$ cat src/dcc_pkg.sv
// Constants for the dual comparator control block.
// Assumes a plain register port with 3-bit address and 8-bit data.
package dcc_pkg;

  // Register port widths
  localparam int ADDR_W = 3;
  localparam int DATA_W = 8;

  // Register offsets
  localparam logic [2:0] CMP_CTRL_OFS = 3'h0;
  localparam logic [2:0] REF_CTRL_OFS = 3'h1;
  localparam logic [2:0] FLAGS_OFS    = 3'h2;
  localparam logic [2:0] ENABLES_OFS  = 3'h3;
  localparam logic [2:0] DIR_OFS      = 3'h4;
  localparam logic [2:0] PORT_OFS     = 3'h5;
  localparam logic [2:0] IRQ_CTRL_OFS = 3'h6;

  // Comparator control fields
  localparam int MODE_LSB = 0;
  localparam int MODE_MSB = 2;
  localparam int CIS_BIT  = 3;
  localparam int INV1_BIT = 4;
  localparam int INV2_BIT = 5;
  localparam int RES1_BIT = 6;
  localparam int RES2_BIT = 7;

  // Reference control fields
  localparam int REF_EN_BIT    = 7;
  localparam int REF_RANGE_BIT = 5;
  localparam int REF_SRC_BIT   = 4;
  localparam int REF_VAL_MSB   = 3;

  // Flag, enable and interrupt control bits
  localparam int FLAG_BIT      = 6;
  localparam int ROUTE_EN_BIT  = 0;
  localparam int PERIPH_EN_BIT = 1;
  localparam int GLOBAL_EN_BIT = 2;

  // Mode codes
  localparam logic [2:0] MODE_RESET  = 3'h0;
  localparam logic [2:0] MODE_INTREF = 3'h6;
  localparam logic [2:0] MODE_OFF    = 3'h7;

  // Reset values
  localparam logic [7:0] CMP_CTRL_RST = 8'h00;
  localparam logic [7:0] REF_CTRL_RST = 8'h00;
  localparam logic [7:0] DIR_RST      = 8'hFF;

  // Routed pins and pins owned by the comparators
  localparam int         PIN_A_IDX   = 1;
  localparam int         PIN_B_IDX   = 2;
  localparam logic [7:0] ANALOG_MASK = 8'h7E;

  // Reference ladder divisors
  localparam int LOW_RANGE_DIV  = 24;
  localparam int HIGH_RANGE_DIV = 32;
  localparam int QUARTER_SHIFT  = 2;

endpackage

$ cat src/dcc_top.sv
// Dual comparator control: mode, inversion, result routing,
// change flag and internal reference selection.
// Assumes analog levels arrive as unsigned codes, synchronous inputs.
//
// The register offsets and the plain strobed port are this design's own decisions.
`timescale 1ns/1ps

// Operation
// Result high when positive input exceeds negative, low otherwise.
// Mode 110 puts internal reference on positive input of both.
// Result bits 7:6 of control register are read only.
// Routing switches two pins to the unsynchronized results.
// Direction bits still gate the routed pin drivers.
// Bits 4 and 5 invert each result for software and pins.
// Port data reads zero on analog input pins.
// Flag sets whenever either comparator output changes.
// Software clears flag by writing zero, sets it by writing one.
// Request needs all three enables; flag sets regardless.
// Any control register access ends the mismatch.
// A lasting mismatch keeps setting the flag.
// Comparators run during sleep; enabled flag wakes device.
// Mode 111 switches both comparators off.
// Wake from sleep leaves control register untouched.
// Reset sets mode 000, all analog, comparators powered down.
// Reference offers 16 levels per range, powers down when unused.
// Low range value times span over 24; else quarter plus value/32.
// Source bit picks supply rails or external reference pins.
// Three-bit mode field selects one of eight modes.
// Software disables the interrupt while changing mode.
// Results latched on each control access, compared every clock.
module dcc_top
  import dcc_pkg::*;
#(
  parameter int VW = 10
) (
  // Clock and reset
  input  wire logic                      CLK,
  input  wire logic                      RESET_N,
  // Register port
  input  wire logic [dcc_pkg::ADDR_W-1:0] ADDR,
  input  wire logic [dcc_pkg::DATA_W-1:0] WDATA,
  input  wire logic                      WR,
  input  wire logic                      RD,
  output logic      [dcc_pkg::DATA_W-1:0] RDATA,
  // Analog levels as codes
  input  wire logic [VW-1:0]             C1_POS,
  input  wire logic [VW-1:0]             C1_NEG_A,
  input  wire logic [VW-1:0]             C1_NEG_B,
  input  wire logic [VW-1:0]             C2_POS,
  input  wire logic [VW-1:0]             C2_NEG_A,
  input  wire logic [VW-1:0]             C2_NEG_B,
  input  wire logic [VW-1:0]             SUPPLY_SPAN,
  input  wire logic [VW-1:0]             EXT_SPAN,
  // Port pins
  input  wire logic [7:0]                PORT_IN,
  output logic                           PIN_A_OUT,
  output logic                           PIN_A_OE,
  output logic                           PIN_B_OUT,
  output logic                           PIN_B_OE,
  // Power and reference
  output logic                           COMP_POWER_ON,
  output logic                           REF_POWER_ON,
  output logic      [VW-1:0]             REF_LEVEL,
  // Interrupt and wake
  output logic                           IRQ,
  output logic                           WAKE
);

  import dcc_pkg::*;

  // Complete block state
  typedef struct packed {
    logic [2:0]    mode;
    logic          input_switch_bit;
    logic [1:0]    inv;
    logic [7:0]    refc;
    logic          flag;
    logic          comparator_irq_enable;
    logic [7:0]    dir;
    logic          route;
    logic          peripheral_irq_enable;
    logic          global_irq_enable;
    logic [1:0]    sync1;
    logic [1:0]    sync2;
    logic [1:0]    latch;
    logic [7:0]    rdata;
    logic [VW-1:0] reflvl;
  } dcc_state_s;

  dcc_state_s q;
  dcc_state_s d;

  // Combinational helpers
  logic          active;
  logic          analog;
  logic          ctrl_acc;
  logic          mismatch;
  logic [VW-1:0] span;
  logic [VW-1:0] ref_now;
  logic [VW-1:0] pos1;
  logic [VW-1:0] pos2;
  logic [VW-1:0] neg1;
  logic [VW-1:0] neg2;
  logic [1:0]    raw;
  logic [1:0]    res;

  // Comparator decision, used for both channels
  function automatic logic cmp_out(input logic [VW-1:0] p,
                                   input logic [VW-1:0] n);
    cmp_out = (p > n);
  endfunction

  // Reference ladder tap
  function automatic logic [VW-1:0] ref_calc(input logic          rng,
                                             input logic [3:0]    v,
                                             input logic [VW-1:0] s);
    logic [VW+3:0] prod;
    prod = {{VW{1'b0}}, v} * {4'h0, s};
    if (rng) begin
      ref_calc = VW'(prod / LOW_RANGE_DIV);
    end else begin
      ref_calc = VW'((s >> QUARTER_SHIFT) + VW'(prod / HIGH_RANGE_DIV));
    end
  endfunction

  // Mode decode and source selection
  assign active   = (q.mode != MODE_RESET) && (q.mode != MODE_OFF);
  assign analog   = (q.mode != MODE_OFF);
  assign span     = q.refc[REF_SRC_BIT] ? EXT_SPAN : SUPPLY_SPAN;
  assign ref_now  = q.refc[REF_EN_BIT] ?
                    ref_calc(q.refc[REF_RANGE_BIT], q.refc[REF_VAL_MSB:0], span) :
                    '0;
  assign ctrl_acc = (WR || RD) && (ADDR == CMP_CTRL_OFS);
  assign mismatch = (q.sync2 != q.latch);

  // Input steering per mode
  always_comb begin
    pos1 = C1_POS;
    pos2 = C2_POS;
    neg1 = C1_NEG_A;
    neg2 = C2_NEG_A;
    if (q.mode == MODE_INTREF) begin
      pos1 = ref_now;
      pos2 = ref_now;
      neg1 = q.input_switch_bit ? C1_NEG_A : C1_NEG_B;
      neg2 = q.input_switch_bit ? C2_NEG_A : C2_NEG_B;
    end
  end

  // Raw results, zero when powered down, and polarity adjusted results
  assign raw[0] = active && cmp_out(pos1, neg1);
  assign raw[1] = active && cmp_out(pos2, neg2);
  assign res    = raw ^ q.inv;

  // Next state
  always_comb begin
    d = q;

    // Two flop synchronizer of the live results
    d.sync1 = res;
    d.sync2 = q.sync1;

    // Latch results on any control register access
    if (ctrl_acc) begin
      d.latch = q.sync2;
    end

    // Register writes
    if (WR) begin
      case (ADDR)
        CMP_CTRL_OFS: begin
          d.mode = WDATA[MODE_MSB:MODE_LSB];
          d.input_switch_bit  = WDATA[CIS_BIT];
          d.inv  = {WDATA[INV2_BIT], WDATA[INV1_BIT]};
        end
        REF_CTRL_OFS: begin
          d.refc = WDATA;
        end
        FLAGS_OFS: begin
          d.flag = WDATA[FLAG_BIT];
        end
        ENABLES_OFS: begin
          d.comparator_irq_enable = WDATA[FLAG_BIT];
        end
        DIR_OFS: begin
          d.dir = WDATA;
        end
        IRQ_CTRL_OFS: begin
          d.route = WDATA[ROUTE_EN_BIT];
          d.peripheral_irq_enable  = WDATA[PERIPH_EN_BIT];
          d.global_irq_enable   = WDATA[GLOBAL_EN_BIT];
        end
        default: begin
          d.route = q.route;
        end
      endcase
    end

    // Hardware set wins over a software clear
    if (mismatch) begin
      d.flag = 1'b1;
    end

    // Read data, valid the cycle after the strobe
    d.rdata = '0;
    if (RD) begin
      case (ADDR)
        CMP_CTRL_OFS: begin
          d.rdata = {q.sync2[1], q.sync2[0], q.inv[1], q.inv[0],
                     q.input_switch_bit, q.mode};
        end
        REF_CTRL_OFS: begin
          d.rdata = q.refc;
        end
        FLAGS_OFS: begin
          d.rdata[FLAG_BIT] = q.flag;
        end
        ENABLES_OFS: begin
          d.rdata[FLAG_BIT] = q.comparator_irq_enable;
        end
        DIR_OFS: begin
          d.rdata = q.dir;
        end
        PORT_OFS: begin
          d.rdata = analog ? (PORT_IN & ~ANALOG_MASK) : PORT_IN;
        end
        IRQ_CTRL_OFS: begin
          d.rdata[ROUTE_EN_BIT]  = q.route;
          d.rdata[PERIPH_EN_BIT] = q.peripheral_irq_enable;
          d.rdata[GLOBAL_EN_BIT] = q.global_irq_enable;
        end
        default: begin
          d.rdata = '0;
        end
      endcase
    end

    // Registered reference level
    d.reflvl = ref_now;
  end

  // State register; no sleep input touches it
  always_ff @(posedge CLK or negedge RESET_N) begin
    if (!RESET_N) begin
      q.mode   <= CMP_CTRL_RST[MODE_MSB:MODE_LSB];
      q.input_switch_bit    <= CMP_CTRL_RST[CIS_BIT];
      q.inv    <= {CMP_CTRL_RST[INV2_BIT], CMP_CTRL_RST[INV1_BIT]};
      q.refc   <= REF_CTRL_RST;
      q.flag   <= 1'b0;
      q.comparator_irq_enable   <= 1'b0;
      q.dir    <= DIR_RST;
      q.route  <= 1'b0;
      q.peripheral_irq_enable   <= 1'b0;
      q.global_irq_enable    <= 1'b0;
      q.sync1  <= 2'h0;
      q.sync2  <= 2'h0;
      q.latch  <= 2'h0;
      q.rdata  <= 8'h00;
      q.reflvl <= '0;
    end else begin
      q <= d;
    end
  end

  // Routed pins carry the live result, drivers gated by direction
  assign PIN_A_OUT = q.route && res[0];
  assign PIN_B_OUT = q.route && res[1];
  assign PIN_A_OE  = q.route && !q.dir[PIN_A_IDX];
  assign PIN_B_OE  = q.route && !q.dir[PIN_B_IDX];

  // Power, reference and read data outputs
  assign COMP_POWER_ON = RESET_N && active;
  assign REF_POWER_ON  = q.refc[REF_EN_BIT];
  assign REF_LEVEL     = q.reflvl;
  assign RDATA         = q.rdata;

  // Request and wake
  assign IRQ  = q.flag && q.comparator_irq_enable && q.peripheral_irq_enable && q.global_irq_enable;
  assign WAKE = q.flag && q.comparator_irq_enable;

  // Checks

  AST_INTREF: assert property (@(posedge CLK) disable iff (!RESET_N)
    (q.mode == MODE_INTREF) |->
      raw[0] == (ref_now > (q.input_switch_bit ? C1_NEG_A : C1_NEG_B)))
    else $error("Internal reference not on positive input");

  AST_RESULT_READ: assert property (@(posedge CLK) disable iff (!RESET_N)
    (RD && ADDR == CMP_CTRL_OFS) |=>
      RDATA[RES2_BIT:RES1_BIT] == $past(q.sync2))
    else $error("Result bits read wrong");

  AST_ROUTE: assert property (@(posedge CLK) disable iff (!RESET_N)
    q.route |-> (PIN_A_OUT == (raw[0] ^ q.inv[0])))
    else $error("Routed pin A wrong");

  AST_OE: assert property (@(posedge CLK) disable iff (!RESET_N)
    (q.route && q.dir[PIN_B_IDX]) |-> !PIN_B_OE)
    else $error("Pin B driven while input");

  AST_INV: assert property (@(posedge CLK) disable iff (!RESET_N)
    (q.route && q.inv[1]) |-> (PIN_B_OUT != raw[1]))
    else $error("Inversion not applied");

  AST_PORT_ZERO: assert property (@(posedge CLK) disable iff (!RESET_N)
    (RD && ADDR == PORT_OFS && analog) |=> ((RDATA & ANALOG_MASK) == 8'h00))
    else $error("Analog pin read nonzero");

  AST_FLAG_SET: assert property (@(posedge CLK) disable iff (!RESET_N)
    mismatch |=> q.flag)
    else $error("Flag not set on change");

  AST_SW_SET: assert property (@(posedge CLK) disable iff (!RESET_N)
    (WR && ADDR == FLAGS_OFS && WDATA[FLAG_BIT]) |=> q.flag)
    else $error("Software set lost");

  AST_IRQ_GATE: assert property (@(posedge CLK) disable iff (!RESET_N)
    (!q.global_irq_enable || !q.peripheral_irq_enable) |-> !IRQ)
    else $error("Request without enables");

  AST_LATCH: assert property (@(posedge CLK) disable iff (!RESET_N)
    ctrl_acc |=> (q.latch == $past(q.sync2)))
    else $error("Access did not latch results");

  AST_OFF: assert property (@(posedge CLK) disable iff (!RESET_N)
    (q.mode == MODE_OFF) |-> (raw == 2'h0) && !COMP_POWER_ON)
    else $error("Comparators not off");

  AST_REF: assert property (@(posedge CLK) disable iff (!RESET_N)
    q.refc[REF_EN_BIT] && $stable(q.refc) && $stable(span) |->
      REF_LEVEL == ref_calc(q.refc[REF_RANGE_BIT], q.refc[REF_VAL_MSB:0], span))
    else $error("Reference level wrong");

  AST_WAKE: assert property (@(posedge CLK) disable iff (!RESET_N)
    (q.flag && q.comparator_irq_enable) |-> WAKE)
    else $error("Wake missing");

  // Flag clear, hold and enable independence
  AST_SW_CLEAR: assert property (@(posedge CLK) disable iff (!RESET_N)
    (WR && ADDR == FLAGS_OFS && !WDATA[FLAG_BIT] && !mismatch) |=> !q.flag)
    else $error("Software clear lost");

  AST_KEEP_SET: assert property (@(posedge CLK) disable iff (!RESET_N)
    (mismatch && WR && ADDR == FLAGS_OFS) |=> q.flag)
    else $error("Clear beat a lasting mismatch");

  AST_FLAG_UNGATED: assert property (@(posedge CLK) disable iff (!RESET_N)
    (mismatch && !IRQ) |=> q.flag)
    else $error("Flag not set while request gated");

  // Reset mode, mode writes and register hold
  AST_RESET_MODE: assert property (@(posedge CLK) disable iff (!RESET_N)
    (q.mode == MODE_RESET) |-> (raw == 2'h0) && !COMP_POWER_ON)
    else $error("Comparators alive in reset mode");

  AST_MODE_WRITE: assert property (@(posedge CLK) disable iff (!RESET_N)
    (WR && ADDR == CMP_CTRL_OFS) |=> (q.mode == $past(WDATA[MODE_MSB:MODE_LSB])))
    else $error("Mode field not written");

  AST_HOLD: assert property (@(posedge CLK) disable iff (!RESET_N)
    !(WR && ADDR == CMP_CTRL_OFS) |=> $stable({q.mode, q.input_switch_bit, q.inv}))
    else $error("Control register changed without a write");

  // Reference power down and source
  AST_REF_OFF: assert property (@(posedge CLK) disable iff (!RESET_N)
    !REF_POWER_ON |=> (REF_LEVEL == {VW{1'b0}}))
    else $error("Reference level while powered down");

  AST_SRC: assert property (@(posedge CLK) disable iff (!RESET_N)
    q.refc[REF_SRC_BIT] |-> (span == EXT_SPAN))
    else $error("Reference source not external");

  // Change detect path and digital port reads
  AST_SYNC: assert property (@(posedge CLK) disable iff (!RESET_N)
    q.sync2 == $past(res, 2))
    else $error("Synchronised result out of step");

  AST_PORT_DIGITAL: assert property (@(posedge CLK) disable iff (!RESET_N)
    (RD && ADDR == PORT_OFS && !analog) |=> (RDATA == $past(PORT_IN)))
    else $error("Digital port read wrong");

endmodule

$ cat config.mk
export PLATFORM = sky130hd
export DESIGN_NAME = dcc_top
export DESIGN_NICKNAME = d
export VERILOG_FILES = /design/src/dcc_pkg.sv /design/src/dcc_top.sv
export SDC_FILE = /design/constraint.sdc
export NUM_CORES = 1
export LEC_CHECK = 0
export CORE_ASPECT_RATIO = 1.5
export CORE_MARGIN = 1
export CORE_UTILIZATION = 55
export DETAILED_ROUTE_END_ITERATION = 8
export DONT_BUFFER_PORTS = 1
export GPL_TIMING_DRIVEN = 0
export PLACE_DENSITY = 0.7
export SLEW_MARGIN = 20
export SYNTH_ARGS = -nofsm -noshare
export SYNTH_HDL_FRONTEND = slang
export SYNTH_SLANG_ARGS = --single-unit
export TNS_END_PERCENT = 1
$ cat constraint.sdc
create_clock -name CLK -period 24 [get_ports CLK]
set_input_delay 2.4 -clock CLK [delete_from_list [all_inputs] [get_ports CLK]]
set_output_delay 2.4 -clock CLK [all_outputs]
set_load 0.01 [all_outputs]
==> results.yml, run 1 <==
min_path:
  worst_hold_class: "register to register"
layout:
  drive_gt1_share_pct: 16.0
  num_antenna_cells: 0
  area.growth.synth_to_final_pct: 5.60
  nets: 895
  final_cells: 877
synth:
  netlist_top_cells_count: "55 x nand2_1, 46 x ha_1, 44 x inv_1"
  syn-instance-count: 721
  synth.yosys.warnings: 0
  synth_enable_flop_cells: 0
  yosys.area.top_type_share_pct: 17.1
  synthesis.area_per_instance_um2: 8.70
  ys_top_cells_by_area: "dfrtp_1 17%, ha_1 9.2%, mux2_2 7.7%"
  syn-num-nets: 887
  yosys.cell_count.top_type: "nand2_1"
  synth_flop_cell: "dfrtp_1"
  synth_cell_type_count: 82
  post_synthesis_cell_area_mm2: 0.00628
  share_of_flip_flops_with_an_asynchronous_set_or_reset_after_synthesis_pct: 100
  seq_area_frac_synth_pct: 20.5
  synth_top_area_cell: "dfrtp_1"
  postSynthRegisterBits: 51
placement:
  detailed_place_hpwl_um: 13400
  port_buffers: 0
  post-place-ws_ps: 9920
  place_inst: 869
  gp_congestion: 0.898
routing:
  firstDrtPassIters: 6
  post-route-drc-count: 0
  wl_per_cell_um: 18.9
  drt_iter0_drcs: 266
  postRouteWirelength_um: 16600
  num_vias: 5537
  routed_via_density: 6.31
  route.antenna.remaining_nets: 0
floorplanning:
  core_area_mm2: 0.0111
  top_level_ports: 129
  dieArea_mm2: 0.0119
  die_height_um: 133
  chipWidth_um: 89.2
  number_of_placement_rows: 47
  initial_utilization_pct: 56.8
setup_path:
  critPathLaunchType: "primary input"
  worst_ep_required_time_ps: 21600
  peak_per_stage_delay_on_the_critical_path_ps: 730
  timing.critical_path.slowest_stage_cell: "o41ai_1"
  path_max_fanout: 10
  arrival_time_of_the_worst_setup_path_ps: 11990
  criticalPathCategory: "primary input to primary output"
  cp-end-kind: "primary output"
sta:
  period_share_pct: 60.0
  fin_hold_ws_ps: 360
  setup_viol_count_final: 0
  rsz_0062_raised_after_global_routing: "no"
  worst_slew_margin_rel_pct: 36.4
  finalSetupTns_ps: 0
  worst-slew-pin-transition_ps: 941
  report.final.hold_viol_count: 0
  max_freq_mhz: 69.5
  timing_max_transition_violations_final: 0
  fin_crit_ps: 14390
  worst_slack_ps: 9610
  fin_skew_ps: 7.15
cts:
  tritoncts_num_sinks: 51
  cts_buffer_depth: 2
  clk_transition_reported_paths_ps: 60
  htree_num_levels: 2
  cts-resized-gates: 0
  cts_hold_buf: 0
  worstSkewPairLatency_ps: 300
  cts.root.buffer_cell: "clkbuf_16"
  cts_tree: "built"
  post_cts.repair.setup_buffers: 0
  cts_made_buffers: 5
grt:
  grtUsageTotal_pct: 28.6
  grt_remaining_overflow: 0
  antenna_found_initial: 0
  busiest_layer: "met2"
  grt_use_met3_pct: 3.62
  globalRouteMet2Util_pct: 50.5
  pin_count_of_the_biggest_net_entering_global_routing: 53
  via_count_of_the_first_global_routing_pass: 5542
  gr-usage-met1_pct: 33.0
  grt_pass1_wl_um: 26500
flow_run:
  maxCapViolCount: 0
run_status:
  status: "completed"
-- area by class of cell --
cell class                 count  area, um2
clock inverter                 3       22.5
sequential                    51       1290
buffer                        48        260
timing repair buffer           1       7.51
clock buffer                   5        125
fill                        1036       4430
inverter                      48        183
tap                          147        184
multi-input combinational    574       4560
-- metrics by stage --
| step | cell area [um2] | util (%) |
|---|---|---|
| after detailed placement | 6480 | 58.6 |
| after global placement | 6460 | 58.4 |
| after global routing | 6630 | 59.9 |
| final | 6630 | 59.9 |
| after floorplan | 6280 | - |
| after CTS | 6630 | 59.9 |
-- worst max-delay path, delay by kind of cell --
kind                       cells  cell delay (ps)
adders and majority gates      5             2030
buffers and inverters          4              470
xor gates and xnor gates       1              170
and+or+nand+nor               16             2640
AOI/OAI and AO/OA             16             3680
muxes                          1              590
-- registers in the layout (all words and copies together), names as in the netlist --
| signal | cells |
|---|---|
| q | 30 |
| REF_LEVEL | 10 |
| d | 2 |
| REF_POWER_ON | 1 |
| RDATA | 8 |
-- cells by family (layout without fill, tap and decap cells) --
| family | after synthesis | count (layout) | synth area share, % |
|---|---|---|---|
| xor+xnor | 22 | 22 | 3.19 |
| flops | 51 | 51 | 20.5 |
| mux | 83 | 83 | 14.4 |
| fa+ha+maj | 67 | 67 | 15.2 |
| simple gates | 235 | 235 | 20.2 |
| buf+inv | 96 | 105 | 7.06 |
| compound gates | 167 | 167 | 19.4 |
-- layout by cell type (no fill, tap or decap), drive strengths merged, types with 7 or more instances in the layout --
master and count:
nor2 39, nor4 7, and2 32, clkbuf 23
dfrtp 43, o21ai 29, a21oi 34, fa 17
dfstp 8, mux2i 38, nand2b 11, mux2 44
o211ai 8, nand3 10, nand4 12, nor2b 20
a211oi 11, nor3 20, xor2 9, a21o 24
and3 12, inv 49, xnor2 13, buf 31
ha 46, nand2 55, o21a 8
-- path summary, 6_finish.rpt --
check                             startpoint                end  slack (ps)  depth (start not counted)
min in group asynchronous            RESET_N  q[37]$_DFFE_PN0P_        1790                          0
min                          d[21]$_DFF_PN0_    q[21]$_DFF_PN0_         360                          0
max                              EXT_SPAN[5]          PIN_B_OUT        9610                         43
max reg2reg                q[41]$_DFFE_PN0P_    d[21]$_DFF_PN0_       13380                         43
max in group asynchronous            RESET_N  q[34]$_DFFE_PN1P_       22020                          0
min reg2reg                  d[21]$_DFF_PN0_    q[21]$_DFF_PN0_         360                          0
-- per-layer routing --
layer  wire [um]  share of wire [%]
met1        6460                 39
met2        8560                 52
met3         861                5.2
met4         688                4.2
met5           0                  0
Power of run 1 is not shown: default switching activity piles up to over one toggle a cycle in this logic, so the estimate is an artifact.
==> run 2: changes to the inputs <==
- ABC_AREA: not set -> 1
- PLACE_DENSITY: 0.7 -> 0.73
- clock period: 24 -> 12.3 ns (I/O delays scaled with it)
==> results.yml, run 2 <==
run_status:
  status: "completed"
synth:
  synth_flop_cell: "dfrtp_1"
  ys_top_cells_by_area: "dfrtp_1 17%, nand2_1 14%, inv_1 9.4%"
  synthesis.area_per_instance_um2: 6.82
  yosys.area.top_type_share_pct: 17.4
  seq_area_frac_synth_pct: 20.8
  syn-instance-count: 905
  yosys.cell_count.top_type: "nand2_1"
  netlist_top_cells_count: "228 x nand2_1, 154 x inv_1, 79 x nor2_1"
  synth_enable_flop_cells: 0
  synth_cell_type_count: 51
  share_of_flip_flops_with_an_asynchronous_set_or_reset_after_synthesis_pct: 100
  synth_top_area_cell: "dfrtp_1"
  syn-num-nets: 1071
  post_synthesis_cell_area_mm2: 0.00617
  postSynthRegisterBits: 51
  synth.yosys.warnings: 0
floorplanning:
  top_level_ports: 129
  core_area_mm2: 0.0110
  die_height_um: 132
  initial_utilization_pct: 56.1
  chipWidth_um: 88.5
  dieArea_mm2: 0.0117
  number_of_placement_rows: 47
routing:
  firstDrtPassIters: 5
  num_vias: 5693
  wl_per_cell_um: 14.1
  routed_via_density: 5.37
  postRouteWirelength_um: 15000
  post-route-drc-count: 0
  drt_iter0_drcs: 216
  route.antenna.remaining_nets: 0
layout:
  area.growth.synth_to_final_pct: 5.67
  n_fill_cell: 1114
  registers.top_by_ff_count: "q"
  drive_gt1_share_pct: 13.1
  final_common_cell: "nand2_1"
  final_cell_mix: "228 x nand2_1, 154 x inv_1, 79 x nor2_1"
  nets: 1078
  final_util_pct: 59.3
  final_area_mm2: 0.00653
  num_antenna_cells: 0
  flip_flop_count_of_the_largest_register_all_copies_and_words_added: 30
placement:
  detailed_place_hpwl_um: 12600
  gp_congestion: 0.853
  placement.cell_area_mm2: 0.00636
  port_buffers: 0
setup_path:
  worst_ep_required_time_ps: 11070
  peak_per_stage_delay_on_the_critical_path_ps: 540
  cp-end-kind: "primary output"
  timing.critical_path.slowest_stage_cell: "fa_1"
  critPathLaunchType: "primary input"
  arrival_time_of_the_worst_setup_path_ps: 10210
  criticalPathCategory: "primary input to primary output"
  path_common_cell: "nand2_1"
  path_max_fanout: 7
grt:
  busiest_layer: "met2"
  antenna_found_initial: 0
  globalRouteMet2Util_pct: 52.1
  grtUsageTotal_pct: 27.7
  grt_use_met3_pct: 2.32
  grt_remaining_overflow: 0
  via_count_of_the_first_global_routing_pass: 5679
  pin_count_of_the_biggest_net_entering_global_routing: 53
  grt_pass1_wl_um: 25400
  gr-usage-met1_pct: 30.7
cts:
  cts_made_buffers: 5
  cts_hold_buf: 0
  cts_buffer_depth: 2
  cts.root.buffer_cell: "clkbuf_16"
  htree_num_levels: 2
  clk_transition_reported_paths_ps: 70
  worstSkewPairLatency_ps: 290
  cts_tree: "built"
  tritoncts_num_sinks: 51
  cts-resized-gates: 0
  post_cts.repair.setup_buffers: 0
sta:
  finalSetupTns_ps: 0
  timing_max_transition_violations_final: 0
  rsz_0062_raised_after_global_routing: "no"
  report.final.hold_viol_count: 0
  fin_crit_ps: 11440
  worst_slew_margin_rel_pct: 44.5
  period_share_pct: 93.0
  setup_viol_count_final: 0
  max_freq_mhz: 87.4
  worst-slew-pin-transition_ps: 826
  fin_skew_ps: 6.57
flow_run:
  maxCapViolCount: 0
min_path:
  worst_hold_class: "register to register"
run 2: cell type report:
class                           instances  area [um2]  area share [%]
Tap cell                              147         184            2.82
Inverter                              164         618            9.47
Sequential cell                        51        1290            19.7
Clock inverter                          3        27.5           0.422
Buffer                                 31         195            2.99
Clock buffer                            5         125            1.92
Multi-Input combinational cell        659        4090            62.7
run 2: critical path: cells and delay by family:
family / cells / cell delay, ps
AOI/OAI and AO/OA: 8 / 1340
xor gates and xnor gates: 1 / 190
adders and majority gates: 5 / 1950
and+or+nand+nor: 42 / 5150
buffers and inverters: 5 / 310
run 2: worst paths after layout:
check	end	slack, ps	startpoint	depth (start not counted)
setup / recovery	PIN_B_OUT	860	EXT_SPAN[2]	61
hold / removal	q[21]$_DFF_PN0_	360	d[21]$_DFF_PN0_	0
setup reg to reg	d[21]$_DFF_PN0_	2750	q[41]$_DFFE_PN0P_	59
hold reg to reg	q[21]$_DFF_PN0_	360	d[21]$_DFF_PN0_	0
max in group asynchronous	q[34]$_DFFE_PN1P_	11490	RESET_N	0
min in group asynchronous	RDATA[1]$_DFF_PN0_	620	RESET_N	0
run 2: through the flow:
stage	std cells	worst slack, ps	hold slack [ps]
floorplan	905	2160	331
global placement	1052	855	335
detailed placement	1052	812	337
CTS	1060	782	353
global route	1060	9.10	361
finish	1060	862	359
run 2: logic make-up after synthesis:
group	count (synthesis)	synth area share, %
buffers and inverters	195	13.2
flip-flops	51	20.8
adder cells (fa/ha/maj)	63	14.8
AND/OR/NAND/NOR	444	34.3
AO/OA/AOI/OAI	113	10.6
XOR/XNOR	16	2.27
multiplexers	23	3.93
run 2: metal layers:
metal / routed length (um) / up-vias
met1: 5750 / 2622
met5: 0 / -
met3: 525 / 32
met2: 8200 / 132
met4: 512 / 0
li1: - / 2907
Power of run 2 is left out for the same reason.
